File: config.mk
export PLATFORM = sky130hd
export DESIGN_NAME = pqf_core
export DESIGN_NICKNAME = d
export VERILOG_FILES = /design/src/shared/pqf_pkg.sv /design/src/design/pqf_core.sv
export SDC_FILE = /design/constraint.sdc
export NUM_CORES = 1
export LEC_CHECK = 0
export ABC_AREA = 0
export BUFFER_PORTS_ARGS = -buffer_cell sky130_fd_sc_hd__clkbuf_2
export CAP_MARGIN = 25
export CORE_UTILIZATION = 61
export CTS_BUF_LIST = sky130_fd_sc_hd__clkbuf_16
export CTS_CLUSTER_SIZE = 28
export DETAILED_ROUTE_END_ITERATION = 10
export PLACE_DENSITY = 0.85
export SLEW_MARGIN = 20
export SYNTH_ARGS = -nofsm -noshare
export SYNTH_HDL_FRONTEND = slang
export SYNTH_SLANG_ARGS = --single-unit
File: constraint.sdc
create_clock -name clk -period 4.7 [get_ports clk]
set_input_delay 0.47 -clock clk [delete_from_list [all_inputs] [get_ports clk]]
set_output_delay 0.47 -clock clk [all_outputs]
set_load 0.01 [all_outputs]
File: src/shared/pqf_pkg.sv
`default_nettype none
package pqf_pkg;
	// ==================================================
	// Register map (word offsets, byte addresses)
	localparam logic [7:0] ADDR_DATA = 8'h00;
	localparam logic [7:0] ADDR_STATUS = 8'h04;
	localparam logic [7:0] ADDR_CTRL = 8'h08;
	localparam logic [7:0] ADDR_THRESH = 8'h0C;
	localparam logic [7:0] ADDR_PCFG = 8'h10;
	localparam logic [7:0] ADDR_PVAL_LO = 8'h14;
	localparam logic [7:0] ADDR_PVAL_HI = 8'h18;
	localparam logic [7:0] ADDR_PINMAP = 8'h1C;
	// ==================================================
	// Status bits
	localparam int ST_DRAINED = 0;
	localparam int ST_FULL = 1;
	localparam int ST_LEVEL = 2;
	localparam int ST_OVERFLOW = 3;
	localparam int ST_TXDONE = 4;
	localparam int ST_MATCH = 5;
	// Control bits
	localparam int CT_MODE_LO = 0;
	localparam int CT_PACKET = 3;
	localparam int CT_BITSYNC = 4;
	localparam int CT_TXDONE_CLR = 5;
	// Pattern config bits
	localparam int PC_ENABLE = 3;
	// ==================================================
	// Sizes and reset values
	localparam int DEPTH = 64;
	localparam int PTR_W = 6;
	localparam int CNT_W = 7;
	localparam logic [5:0] THRESH_RESET = 6'h0F;
	localparam logic [2:0] PLEN_RESET = 3'h3;
	localparam logic [63:0] PVAL_RESET = 64'h0101010101010101;
	localparam logic [11:0] PINMAP_RESET = 12'h000;
	localparam logic [31:0] UNMAPPED_READ = 32'h00000000;

	typedef enum logic [2:0] {
		PQF_SLEEP = 3'b000,
		PQF_STDBY = 3'b001,
		PQF_FS = 3'b010,
		PQF_TX = 3'b011,
		PQF_RX = 3'b100
	} pqf_mode_t;

	typedef struct packed {
		logic [CNT_W-1:0] count;
		logic drained;
		logic full;
	} pqf_occ_t;
endpackage : pqf_pkg
`default_nettype wire

File: src/design/pqf_core.sv
// The placing of the registers and the Wishbone slave port were left to the implementer.
`default_nettype none
// How it works
// - Drained flag high exactly when the queue holds no byte.
// - During reads, drained sets as soon as the last byte leaves; select level does not delay it.
// - Full flag high when all 64 locations hold data.
// - Write into full queue sets overflow and drops the byte.
// - Writing one to overflow clears it and flushes the queue.
// - Frame-done rises after the shifter sends its final bit.
// - Level flag recomputed only on queue read, write or flush.
// - After full, level is frozen until queue fully empties.
// - Keep queue entering transmit from idle; flush on other listed transitions.
// - Keep queue between standby and sleep and from receive to idle.
// - Received bits shift into a compare register; match sets flag.
// - First bit meets first byte's MSB; last meets last byte's LSB.
// - Match flag cleared on leaving receive, or on queue emptying in a cycle without a bit-clock rise.
// - Pattern length one to eight bytes, used for receive only.
// - Pattern value is 64 bits, used for receive only.
// - Six pins, two-bit code each, mode dependent.
// - Continuous mode code 00 and 11 pin functions.
// - Packet mode pin 0, 1 and 3 functions.
// - Queue is 64 bytes deep, shared by both directions.
// - Transmit shifts bytes out MSB first at bit rate.
module pqf_core
	import pqf_pkg::*;
(
	// Clock and reset
	input wire logic clk,
	input wire logic resetn,
	// Wishbone slave
	input wire logic wb_cyc_i,
	input wire logic wb_stb_i,
	input wire logic wb_we_i,
	input wire logic [7:0] wb_adr_i,
	input wire logic [3:0] wb_sel_i,
	input wire logic [31:0] wb_dat_i,
	output logic [31:0] wb_dat_o,
	output logic wb_ack_o,
	// Serial link pins
	input wire logic spi_select_n,
	input wire logic bit_clk_in,
	input wire logic rx_bit_in,
	output logic tx_bit_out,
	// Chip status inputs, same clock
	input wire logic rx_payload_done,
	input wire logic checksum_good,
	input wire logic rx_timeout,
	input wire logic mode_settled,
	input wire logic ref_clock_out,
	// IO lines
	output logic io_line_0,
	output logic io_line_1,
	output logic io_line_2,
	output logic io_line_3,
	output logic io_line_4,
	output logic io_line_5
);
	// ==================================================
	// Storage and registers
	logic [7:0] mem [0:DEPTH-1];
	logic [PTR_W-1:0] wr_ptr, rd_ptr;
	logic [CNT_W-1:0] count;
	logic queue_drained, queue_full_flag, queue_overflow_flag, frame_tx_done;
	logic queue_level_irq, level_frozen, pattern_match_flag;
	logic [2:0] mode, prev_mode;
	logic packet_mode, bitsync_en, pattern_detect_enable;
	logic [5:0] queue_level_threshold;
	logic [2:0] pattern_length_field;
	logic [63:0] pattern_value;
	logic [11:0] pin_map;
	logic [63:0] cmp_reg;
	logic [7:0] bit_shifter;
	logic [3:0] bits_left;
	logic shifter_busy;
	// Synchronisers for pins
	logic [1:0] ss_sync, bc_sync, rx_sync;
	logic ss_d, bc_d;
	logic [7:0] rd_data_q;

	always_ff @(posedge clk) begin
		if (!resetn) begin
			ss_sync <= 2'h3;
			bc_sync <= 2'h0;
			rx_sync <= 2'h0;
			ss_d <= 1'b1;
			bc_d <= 1'b0;
		end else begin
			ss_sync <= {ss_sync[0], spi_select_n};
			bc_sync <= {bc_sync[0], bit_clk_in};
			rx_sync <= {rx_sync[0], rx_bit_in};
			ss_d <= ss_sync[1];
			bc_d <= bc_sync[1];
		end
	end

	logic ss_fall, bc_rise;
	assign ss_fall = ss_d & ~ss_sync[1];
	assign bc_rise = ~bc_d & bc_sync[1];

	// ==================================================
	// Bus decode
	logic req, wr_req, rd_data_req, wr_data_req, ovf_clr;
	assign req = wb_cyc_i & wb_stb_i & ~wb_ack_o;
	assign wr_req = req & wb_we_i;
	assign rd_data_req = req & ~wb_we_i & (wb_adr_i == ADDR_DATA);
	assign wr_data_req = wr_req & (wb_adr_i == ADDR_DATA) & wb_sel_i[0];
	assign ovf_clr = wr_req & (wb_adr_i == ADDR_STATUS) & wb_sel_i[0]
		& wb_dat_i[ST_OVERFLOW];

	// ==================================================
	// Mode transitions and flush
	logic flush;
	always_comb begin
		flush = ovf_clr;
		if (mode != prev_mode) begin
			if (prev_mode == PQF_TX)
				flush = 1'b1;
			else if (mode == PQF_RX)
				flush = 1'b1;
			else if (prev_mode == PQF_RX && mode == PQF_TX)
				flush = 1'b1;
		end
		// Other transitions keep contents
	end

	always_ff @(posedge clk) begin
		if (!resetn)
			prev_mode <= PQF_SLEEP;
		else
			prev_mode <= mode;
	end

	// ==================================================
	// Queue writes: host in tx/standby/sleep, receiver in rx
	logic rx_byte_ready;
	logic [7:0] rx_byte;
	logic push_req, push, pop;
	logic [7:0] push_data;
	logic tx_load;
	always_comb begin
		push_req = 1'b0;
		push_data = wb_dat_i[7:0];
		if (mode == PQF_RX) begin
			push_req = rx_byte_ready;
			push_data = rx_byte;
		end else if (mode != PQF_FS) begin
			push_req = wr_data_req;
		end
	end
	assign push = push_req & ~queue_full_flag & ~flush;
	assign pop = (rd_data_req | tx_load) & (count != '0) & ~flush;

	always_ff @(posedge clk) begin
		if (push)
			mem[wr_ptr] <= push_data;
	end

	always_ff @(posedge clk) begin
		if (!resetn || flush) begin
			wr_ptr <= '0;
			rd_ptr <= '0;
			count <= '0;
		end else begin
			if (push)
				wr_ptr <= wr_ptr + 1'b1;
			if (pop)
				rd_ptr <= rd_ptr + 1'b1;
			count <= count + CNT_W'(push) - CNT_W'(pop);
		end
	end

	logic [CNT_W-1:0] count_next;
	assign count_next = flush ? '0 : count + CNT_W'(push) - CNT_W'(pop);
	assign queue_full_flag = (count == CNT_W'(DEPTH));

	// Drained: sets at once when the queue empties, whether reading or not
	always_ff @(posedge clk) begin
		if (!resetn)
			queue_drained <= 1'b1;
		else if (count_next == '0)
			queue_drained <= 1'b1;
		else if (push || ss_fall || ss_sync[1])
			queue_drained <= 1'b0;
	end

	always_ff @(posedge clk) begin
		if (!resetn)
			queue_overflow_flag <= 1'b0;
		else if (push_req && queue_full_flag && !flush)
			queue_overflow_flag <= 1'b1;
		else if (ovf_clr)
			queue_overflow_flag <= 1'b0;
	end

	// Level flag: only on access or flush, frozen after full until empty
	always_ff @(posedge clk) begin
		if (!resetn) begin
			queue_level_irq <= 1'b0;
			level_frozen <= 1'b0;
		end else begin
			if (count_next == '0)
				level_frozen <= 1'b0;
			else if (count_next == CNT_W'(DEPTH))
				level_frozen <= 1'b1;
			if ((push || pop || flush) && !(level_frozen && count_next != '0))
				queue_level_irq <= (count_next > {1'b0, queue_level_threshold});
		end
	end

	// ==================================================
	// Transmit shifter
	assign tx_load = (mode == PQF_TX) && !shifter_busy && bc_rise && count != '0;
	always_ff @(posedge clk) begin
		if (!resetn) begin
			bit_shifter <= 8'h00;
			bits_left <= 4'h0;
			shifter_busy <= 1'b0;
			tx_bit_out <= 1'b0;
			rd_data_q <= 8'h00;
		end else begin
			if (pop)
				rd_data_q <= mem[rd_ptr];
			if (mode != PQF_TX) begin
				shifter_busy <= 1'b0;
				bits_left <= 4'h0;
			end else if (tx_load) begin
				bit_shifter <= {mem[rd_ptr][6:0], 1'b0};
				tx_bit_out <= mem[rd_ptr][7];
				bits_left <= 4'h7;
				shifter_busy <= 1'b1;
			end else if (shifter_busy && bc_rise) begin
				if (bits_left == 4'h0) begin
					shifter_busy <= 1'b0;
				end else begin
					tx_bit_out <= bit_shifter[7];
					bit_shifter <= {bit_shifter[6:0], 1'b0};
					bits_left <= bits_left - 4'h1;
				end
			end
		end
	end

	logic tx_clr;
	assign tx_clr = wr_req & (wb_adr_i == ADDR_CTRL) & wb_sel_i[0] & wb_dat_i[CT_TXDONE_CLR];
	always_ff @(posedge clk) begin
		if (!resetn)
			frame_tx_done <= 1'b0;
		else if (shifter_busy && bc_rise && bits_left == 4'h0 && count == '0)
			frame_tx_done <= 1'b1;
		else if (tx_clr || mode != PQF_TX)
			frame_tx_done <= 1'b0;
	end

	// ==================================================
	// Receive: pattern search then bytes into queue
	logic search_on;
	logic [6:0] plen_bits;
	logic [63:0] plen_mask;
	logic [2:0] rx_bit_cnt;
	assign search_on = pattern_detect_enable && (packet_mode || bitsync_en);
	assign plen_bits = {pattern_length_field + 4'h1, 3'b000};
	// Pattern aligned so first byte sits at the top of the used window
	assign plen_mask = (plen_bits == 7'd64) ? 64'hFFFFFFFFFFFFFFFF
		: ((64'h1 << plen_bits) - 64'h1);
	logic [63:0] pat_aligned;
	assign pat_aligned = pattern_value >> (7'd64 - plen_bits);

	always_ff @(posedge clk) begin
		if (!resetn) begin
			cmp_reg <= 64'h0;
			pattern_match_flag <= 1'b0;
			rx_bit_cnt <= 3'h0;
			rx_byte <= 8'h00;
			rx_byte_ready <= 1'b0;
		end else begin
			rx_byte_ready <= 1'b0;
			if (mode != PQF_RX || !search_on) begin
				pattern_match_flag <= 1'b0;
				rx_bit_cnt <= 3'h0;
			end else if (bc_rise) begin
				cmp_reg <= {cmp_reg[62:0], rx_sync[1]};
				if (!pattern_match_flag) begin
					if ((({cmp_reg[62:0], rx_sync[1]} ^ pat_aligned) & plen_mask) == 64'h0)
						pattern_match_flag <= 1'b1;
				end else if (packet_mode) begin
					rx_byte <= {rx_byte[6:0], rx_sync[1]};
					rx_bit_cnt <= rx_bit_cnt + 3'h1;
					if (rx_bit_cnt == 3'h7)
						rx_byte_ready <= 1'b1;
				end
			end else if (count != '0 && count_next == '0) begin
				pattern_match_flag <= 1'b0;
			end
		end
	end

	// ==================================================
	// Register writes
	always_ff @(posedge clk) begin
		if (!resetn) begin
			mode <= PQF_SLEEP;
			packet_mode <= 1'b1;
			bitsync_en <= 1'b0;
			queue_level_threshold <= THRESH_RESET;
			pattern_detect_enable <= 1'b1;
			pattern_length_field <= PLEN_RESET;
			pattern_value <= PVAL_RESET;
			pin_map <= PINMAP_RESET;
		end else if (wr_req && wb_sel_i[0]) begin
			if (wb_adr_i == ADDR_CTRL) begin
				mode <= wb_dat_i[CT_MODE_LO +: 3];
				packet_mode <= wb_dat_i[CT_PACKET];
				bitsync_en <= wb_dat_i[CT_BITSYNC];
			end else if (wb_adr_i == ADDR_THRESH)
				queue_level_threshold <= wb_dat_i[5:0];
			else if (wb_adr_i == ADDR_PCFG) begin
				pattern_length_field <= wb_dat_i[2:0];
				pattern_detect_enable <= wb_dat_i[PC_ENABLE];
			end else if (wb_adr_i == ADDR_PVAL_LO)
				pattern_value[31:0] <= wb_dat_i;
			else if (wb_adr_i == ADDR_PVAL_HI)
				pattern_value[63:32] <= wb_dat_i;
			else if (wb_adr_i == ADDR_PINMAP)
				pin_map <= wb_dat_i[11:0];
		end
	end

	// ==================================================
	// Bus answer: one cycle after request, data reads included
	logic rd_pending;
	always_ff @(posedge clk) begin
		if (!resetn) begin
			wb_ack_o <= 1'b0;
			rd_pending <= 1'b0;
			wb_dat_o <= 32'h0;
		end else begin
			rd_pending <= rd_data_req;
			wb_ack_o <= req;
			if (req && !wb_we_i) begin
				if (wb_adr_i == ADDR_STATUS)
					wb_dat_o <= {26'h0, pattern_match_flag, frame_tx_done, queue_overflow_flag,
						queue_level_irq, queue_full_flag, queue_drained};
				else if (wb_adr_i == ADDR_CTRL)
					wb_dat_o <= {27'h0, bitsync_en, packet_mode, mode};
				else if (wb_adr_i == ADDR_THRESH)
					wb_dat_o <= {26'h0, queue_level_threshold};
				else if (wb_adr_i == ADDR_PCFG)
					wb_dat_o <= {28'h0, pattern_detect_enable, pattern_length_field};
				else if (wb_adr_i == ADDR_PVAL_LO)
					wb_dat_o <= pattern_value[31:0];
				else if (wb_adr_i == ADDR_PVAL_HI)
					wb_dat_o <= pattern_value[63:32];
				else if (wb_adr_i == ADDR_PINMAP)
					wb_dat_o <= {20'h0, pin_map};
				else if (wb_adr_i == ADDR_DATA)
					wb_dat_o <= (count != '0) ? {24'h0, mem[rd_ptr]} : 32'h0;
				else
					wb_dat_o <= UNMAPPED_READ;
			end
		end
	end

	// ==================================================
	// Pin mapping
	function automatic logic [1:0] code_of(input logic [11:0] m, input int pin);
		code_of = m[pin*2 +: 2];
	endfunction

	logic [5:0] next_io;
	logic in_rx, in_tx;
	assign in_rx = (mode == PQF_RX);
	assign in_tx = (mode == PQF_TX);
	always_comb begin
		next_io = 6'h0;
		if (!packet_mode) begin
			if (code_of(pin_map, 0) == 2'b00)
				next_io[0] = in_rx ? pattern_match_flag : (in_tx & ~shifter_busy);
			if (code_of(pin_map, 1) == 2'b00)
				next_io[1] = (in_rx | in_tx) & bc_sync[1];
			next_io[2] = in_rx ? rx_sync[1] : tx_bit_out;
			if (code_of(pin_map, 3) == 2'b00)
				next_io[3] = in_rx & rx_timeout;
			if (code_of(pin_map, 4) == 2'b11)
				next_io[4] = mode_settled;
			if (code_of(pin_map, 5) == 2'b00)
				next_io[5] = ref_clock_out;
			else if (code_of(pin_map, 5) == 2'b11)
				next_io[5] = mode_settled;
		end else begin
			if (code_of(pin_map, 0) == 2'b00)
				next_io[0] = in_rx ? rx_payload_done : (in_tx & frame_tx_done);
			else if (code_of(pin_map, 0) == 2'b01)
				next_io[0] = in_rx & checksum_good;
			if (code_of(pin_map, 1) == 2'b00)
				next_io[1] = queue_level_irq;
			else if (code_of(pin_map, 1) == 2'b01)
				next_io[1] = queue_drained;
			else if (code_of(pin_map, 1) == 2'b10)
				next_io[1] = queue_full_flag;
			next_io[2] = queue_full_flag;
			if (code_of(pin_map, 3) != 2'b01)
				next_io[3] = queue_drained;
			if (code_of(pin_map, 5) == 2'b00)
				next_io[5] = ref_clock_out;
			else if (code_of(pin_map, 5) == 2'b11)
				next_io[5] = mode_settled;
		end
	end

	always_ff @(posedge clk) begin
		if (!resetn)
			{io_line_5, io_line_4, io_line_3, io_line_2, io_line_1, io_line_0} <= 6'h0;
		else
			{io_line_5, io_line_4, io_line_3, io_line_2, io_line_1, io_line_0} <= next_io;
	end
endmodule : pqf_core
`default_nettype wire

* After elaboration in Yosys (flattened, before gate mapping)
Memories as Yosys holds them, arrays and structs flattened. A register that Yosys moved wholly into a read port is not among the register bits.
Cells that the tools add are included.
** Operators by class
- $add $sub $neg :: 9
- Magnitude comparators :: 1
- Eq/ne operators :: 26
- Shift-type cells :: 2
- Muxes and demuxes :: 58
- Bitwise logic cells :: 48
- Reductions and logical operators :: 64
** Operator list (number)
- 2-to-1 mux 32 bit :: 6
- AND 64 bit :: 1
- logical NOT 64 bit :: 1
- 2-to-1 mux 64 bit :: 1
- << shifter 1 x 7 -> 64 bit (first input constant) :: 1
- >> shifter 64 x 7 -> 64 bit :: 1
- subtractor 64 x 1 -> 64 bit (second input constant) :: 1
- XOR 64 bit :: 1
- 2-to-1 mux 8 bit :: 6
- 2-to-1 mux 1 bit :: 37
- == test 8 x 5 -> 1 bit (second input constant) :: 4
- AND 1 bit :: 24
- inverter 1 bit :: 20
- == test 8 x 4 -> 1 bit (second input constant) :: 2
- logical AND 1 bit :: 15
- == test 7 bit (second input constant) :: 2
- logical NOT 7 bit :: 2
- nonzero test 7 bit :: 2
- adder 6 x 1 -> 6 bit (second input constant) :: 2
- 2-to-1 mux 12 bit :: 1
- 2-to-1 mux 6 bit :: 2
- AND reduction 2 bit :: 5
- nonzero test 2 bit :: 5
- == test 3 bit (second input constant) :: 3
- other kinds (34) :: 63
** Storage, ports and cells
- Bits in registers :: 255
- Bits in writable memories :: 512
- Bits of input ports :: 57
- Output and inout bits :: 40
- Word-level logic and storage cells :: 250
- Memories kept :: 1
** Memory list
- mem :: depth 64, width 8, read ports 1, clocked after Yosys merged registers in 1, write ports 1, RTL line pqf_core.sv:60 : logic [7:0] mem [0:DEPTH-1];

* Longest topological paths before layout
- Word-level depth :: 19
- Mapped depth :: 24
- Gate-level depth less buffers :: 23

* Worst setup path after synthesis
Ideal clock, no wire load.
- Path type :: input -> register
- Start :: input wb_adr_i[5]
- End :: register queue_level_irq
- Arrival time :: 4138 ps
- Required time :: 4577 ps
- Path slack :: 438 ps
- Stages :: 22
- Path buffers :: 1
- Cells stage by stage :: nor4_1 -> and3_1 -> and3_1 -> a211o_1 -> clkbuf_1 -> nor2_1 -> nand2_1 -> nand2_1 -> ha_1 -> fa_1 -> a21oi_1 -> o21bai_1 -> xnor2_1 -> nor2_1 -> ha_1 -> a21o_1 -> a21oi_1 -> o21ai_0 -> o21ai_0 -> o21ai_0 -> nand2_1 -> mux2i_1
** Between the ends
- Cells in the longest elaborated chain, start to end :: 17
- Elaborated cells on any way between the ends :: 30
** RTL lines
- start, declared :: RTL line pqf_core.sv:34 : input wire logic [7:0] wb_adr_i,
- parallel branches: the longest is 17 deep, another holds adder 7 x 1 -> 7 bit
- end signal, assigned :: RTL line pqf_core.sv:206 : queue_level_irq <= (count_next > {1'b0, queue_level_threshold});
- end, declared :: RTL line pqf_core.sv:64 : logic queue_level_irq, level_frozen, pattern_match_flag;
Parallel ways; which one is timed is not known.
A chain may end at the register's enable or synchronous reset.

* Worst setup path after layout
- Start :: register count[3]
- End :: register queue_level_irq
** Between the ends
- Cells in the longest elaborated chain, start to end :: 11
- Elaborated cells on any way between the ends :: 19
** RTL lines
- start, declared :: RTL line pqf_core.sv:62 : logic [CNT_W-1:0] count;
- start signal, assigned :: RTL line pqf_core.sv:168 : count <= count + CNT_W'(push) - CNT_W'(pop);
- parallel branches: the longest is 11 deep, another holds adder 7 x 1 -> 7 bit
Parallel ways; which one is timed is not known.

==> impl_metrics.toml <==
[timing]
min_period_ns = 4.31
final.period_utilization_pct = 91.7
fin_setup_tns_ns = 0
fmax_mhz = 232
finClkSkew_ns = 0.0211
hold_viol = 0
rsz0062_at_grt = "false"
slew_headroom_pct = 33.1
tightestPinTransition_ns = 0.994
slew_violations = 0
setup_viol = 0

[place]
dp_hpwl_um = 65400
io_buffer_count = 93
globalplace.congestion = 1.00
dp_cells = 3399

[global_route]
top_usage_layer = "met2"
grt_pass1_wl_um = 150000
gr-usage-met2_pct = 59.6
overflow = 0
use_met3_pct = 6.33
grt_pass1_vias = 23600
grtUsageMet1_pct = 44.8
gr-usage-all-layers_pct = 35.7
grt_max_degree = 123
grt_antenna_before_repair = 1

[worst_setup_path]
endpoint = "queue_level_irq"
worstPathCellList = "inv_1 -> ha_1 -> nor4bb_2 -> nand2b_1 -> and3_1 -> a21oi_1 -> nor2_1 -> nand2_1 -> nand2_1 -> ha_1 -> fa_1 -> a21oi_1 -> o21bai_1 -> xnor2_1 -> nor2_1 -> ha_1 -> a21o_1 -> a21oi_1 -> o21ai_0 -> o21ai_0 -> o21ai_0 -> nand2_1 -> mux2i_1"
r2r-start = "count[3]"
rr_worst_depth = 23
cp-start-kind = "register"
crit_path_end_kind = "register"
r2r-end = "queue_level_irq"
r2r_slack_ns = 0.39
critPathKind = "register to register"
max_stage_delay_ns = 0.40
critPathArrivalTime_ns = 4.81
slowest_stage = "fa_1"
startpoint = "count[3]"
cp_max_fo = 4
required_ns = 5.20

[floorplan]
dieArea_um2 = 57300
core-area_um2 = 55400
pin_count = 97
die-height_um = 239
dieWidth_um = 239
start_util_pct = 62.0
rows = 86

[clock_tree]
cts_num_sinks = 772
cts_buffers = 77
clockBufferDepth = 3
cts_tree = "yes"
ctsResizeCount = 0
cts_max_level = 3
cts_setup_buffers = 0
ctsHoldBuffers = 0
path_clk_slew_ns = 0.06
cts_root_buf = "clkbuf_16"
clk_latency_ns = 0.65

[finish]
nets = 2818
syn2layout_area_growth_pct = 12.0
final_common_cell = "edfxtp_1"
n_antenna_cell = 0
fin_cells = 3545
final_cell_mix = "edfxtp_1, nand2_1, dfxtp_1, mux4_2, nor2_1"
largest_register_ffs = 512
final_util_pct = 69.4
drive_above_1_share_pct = 18.1

[synth]
synth_area_um2 = 34300
synthCells = 2639
synth-async-reset-ratio_pct = 0
ys_warn_count = 0
yosysSeqAreaShare_pct = 59.9
ys_types = 78
synth-edff-count = 512
postSynthAreaPerCell_um2 = 13.0
synth_seq_cells = 772
synth-main-ff-cell = "edfxtp_1"
syn_nets = 2724

[power_and_ir_drop]
power_density_nw_per_um2 = 355
power_leakage_uw = 0.0129
fin_total_pwr_uw = 13600
ir_drop_v = 0.000518

[hold_path]
hp-start = "rx_bit_in"
hold_path.class = "input pin to register"

[detailed_routing]
routed-via-count = 24100
drt_pass1_iterations = 6
viasPerCell = 6.80
drtAntennaViolNets = 0
post-route-drc-count = 0
totalWireLength_um = 100000
drt_iter0_drc = 3194
routedWlPerCell_um = 28.3

[run_status]
status = "completed"

[flow_run]
cap_viol_max_count = 0
per-stage QoR:
stage / hold WS (ns) / area [um2] / setup slack (ns)
6_report: 0.0476 / 38500 / 0.392
5_1_grt: 0.0450 / 38500 / 0.0184
4_1_cts: 0.0347 / 38400 / 0.353
3_5_place_dp: 0.405 / 35900 / 0.262
3_3_place_gp: 0.400 / 35800 / 0.383
2_1_floorplan: 0.386 / 34300 / 0.438
worst max-delay path, delay by kind of cell (launching register included):
| kind | cells | cell delay [ns] |
|---|---|---|
| compound gates | 8 | 1.14 |
| buf+inv | 1 | 0.08 |
| mux | 1 | 0.09 |
| xor+xnor | 1 | 0.25 |
| simple gates | 8 | 1.22 |
| flops | 1 | 0.31 |
| fa+ha+maj | 4 | 1.06 |
worst min-delay path by stage:
stage | end | slack, ns | depth (start not counted)
6_report | rx_sync[0] | 0.05 | 2
4_1_cts | bc_sync[0] | 0.03 | 2
2_1_floorplan | ss_sync[1] | 0.39 | 1
3_5_place_dp | ss_sync[1] | 0.41 | 1
3_3_place_gp | ss_sync[1] | 0.40 | 1
5_1_grt | rx_sync[0] | 0.05 | 2
where the power goes:
part	internal, uW	switching (uW)
sequential	7230	4.02
clock	3400	2770
combinational	66.1	167
cells by family (layout without fill, tap and decap cells):
kind of cell	after synthesis	after routing	share of synthesized area, %
simple gates	826	826	11.1
flops	772	772	59.9
compound gates	491	491	10.1
mux	271	271	14.2
buf+inv	211	369	2.61
xor+xnor	40	40	1.02
fa+ha+maj	28	28	1.04
per-layer routing:
metal | vias to the layer above | wire length [um]
met5 | - | 0
met4 | 0 | 5800
met3 | 349 | 9590
met2 | 1625 | 49100
met1 | 11900 | 35900
li1 | 10200 | -
cells in the mapped netlist, drive strengths merged, types with 45 or more instances:
cell type | instances | area share [%]
edfxtp | 512 | 45
nand2 | 400 | 4.4
dfxtp | 260 | 15
mux4 | 170 | 11
nor2 | 146 | 1.6
a21boi | 143 | 3.1
clkbuf | 121 | 1.3
o21ai | 72 | 1.0
mux2i | 71 | 2.1
nand3 | 66 | 0.96
buf | 57 | 0.93
a21oi | 54 | 0.79
and2 | 45 | 0.82
final cells by class:
type | instances | area, um2
clock inverters | 65 | 562
well taps | 748 | 936
clock buffers | 78 | 1950
fillers | 3591 | 17000
inverters | 33 | 124
multi-input cells | 1656 | 12900
repair buffers | 193 | 1390
flip-flops and latches | 772 | 20600
No activity file was read; power rests on OpenSTA's default activity.
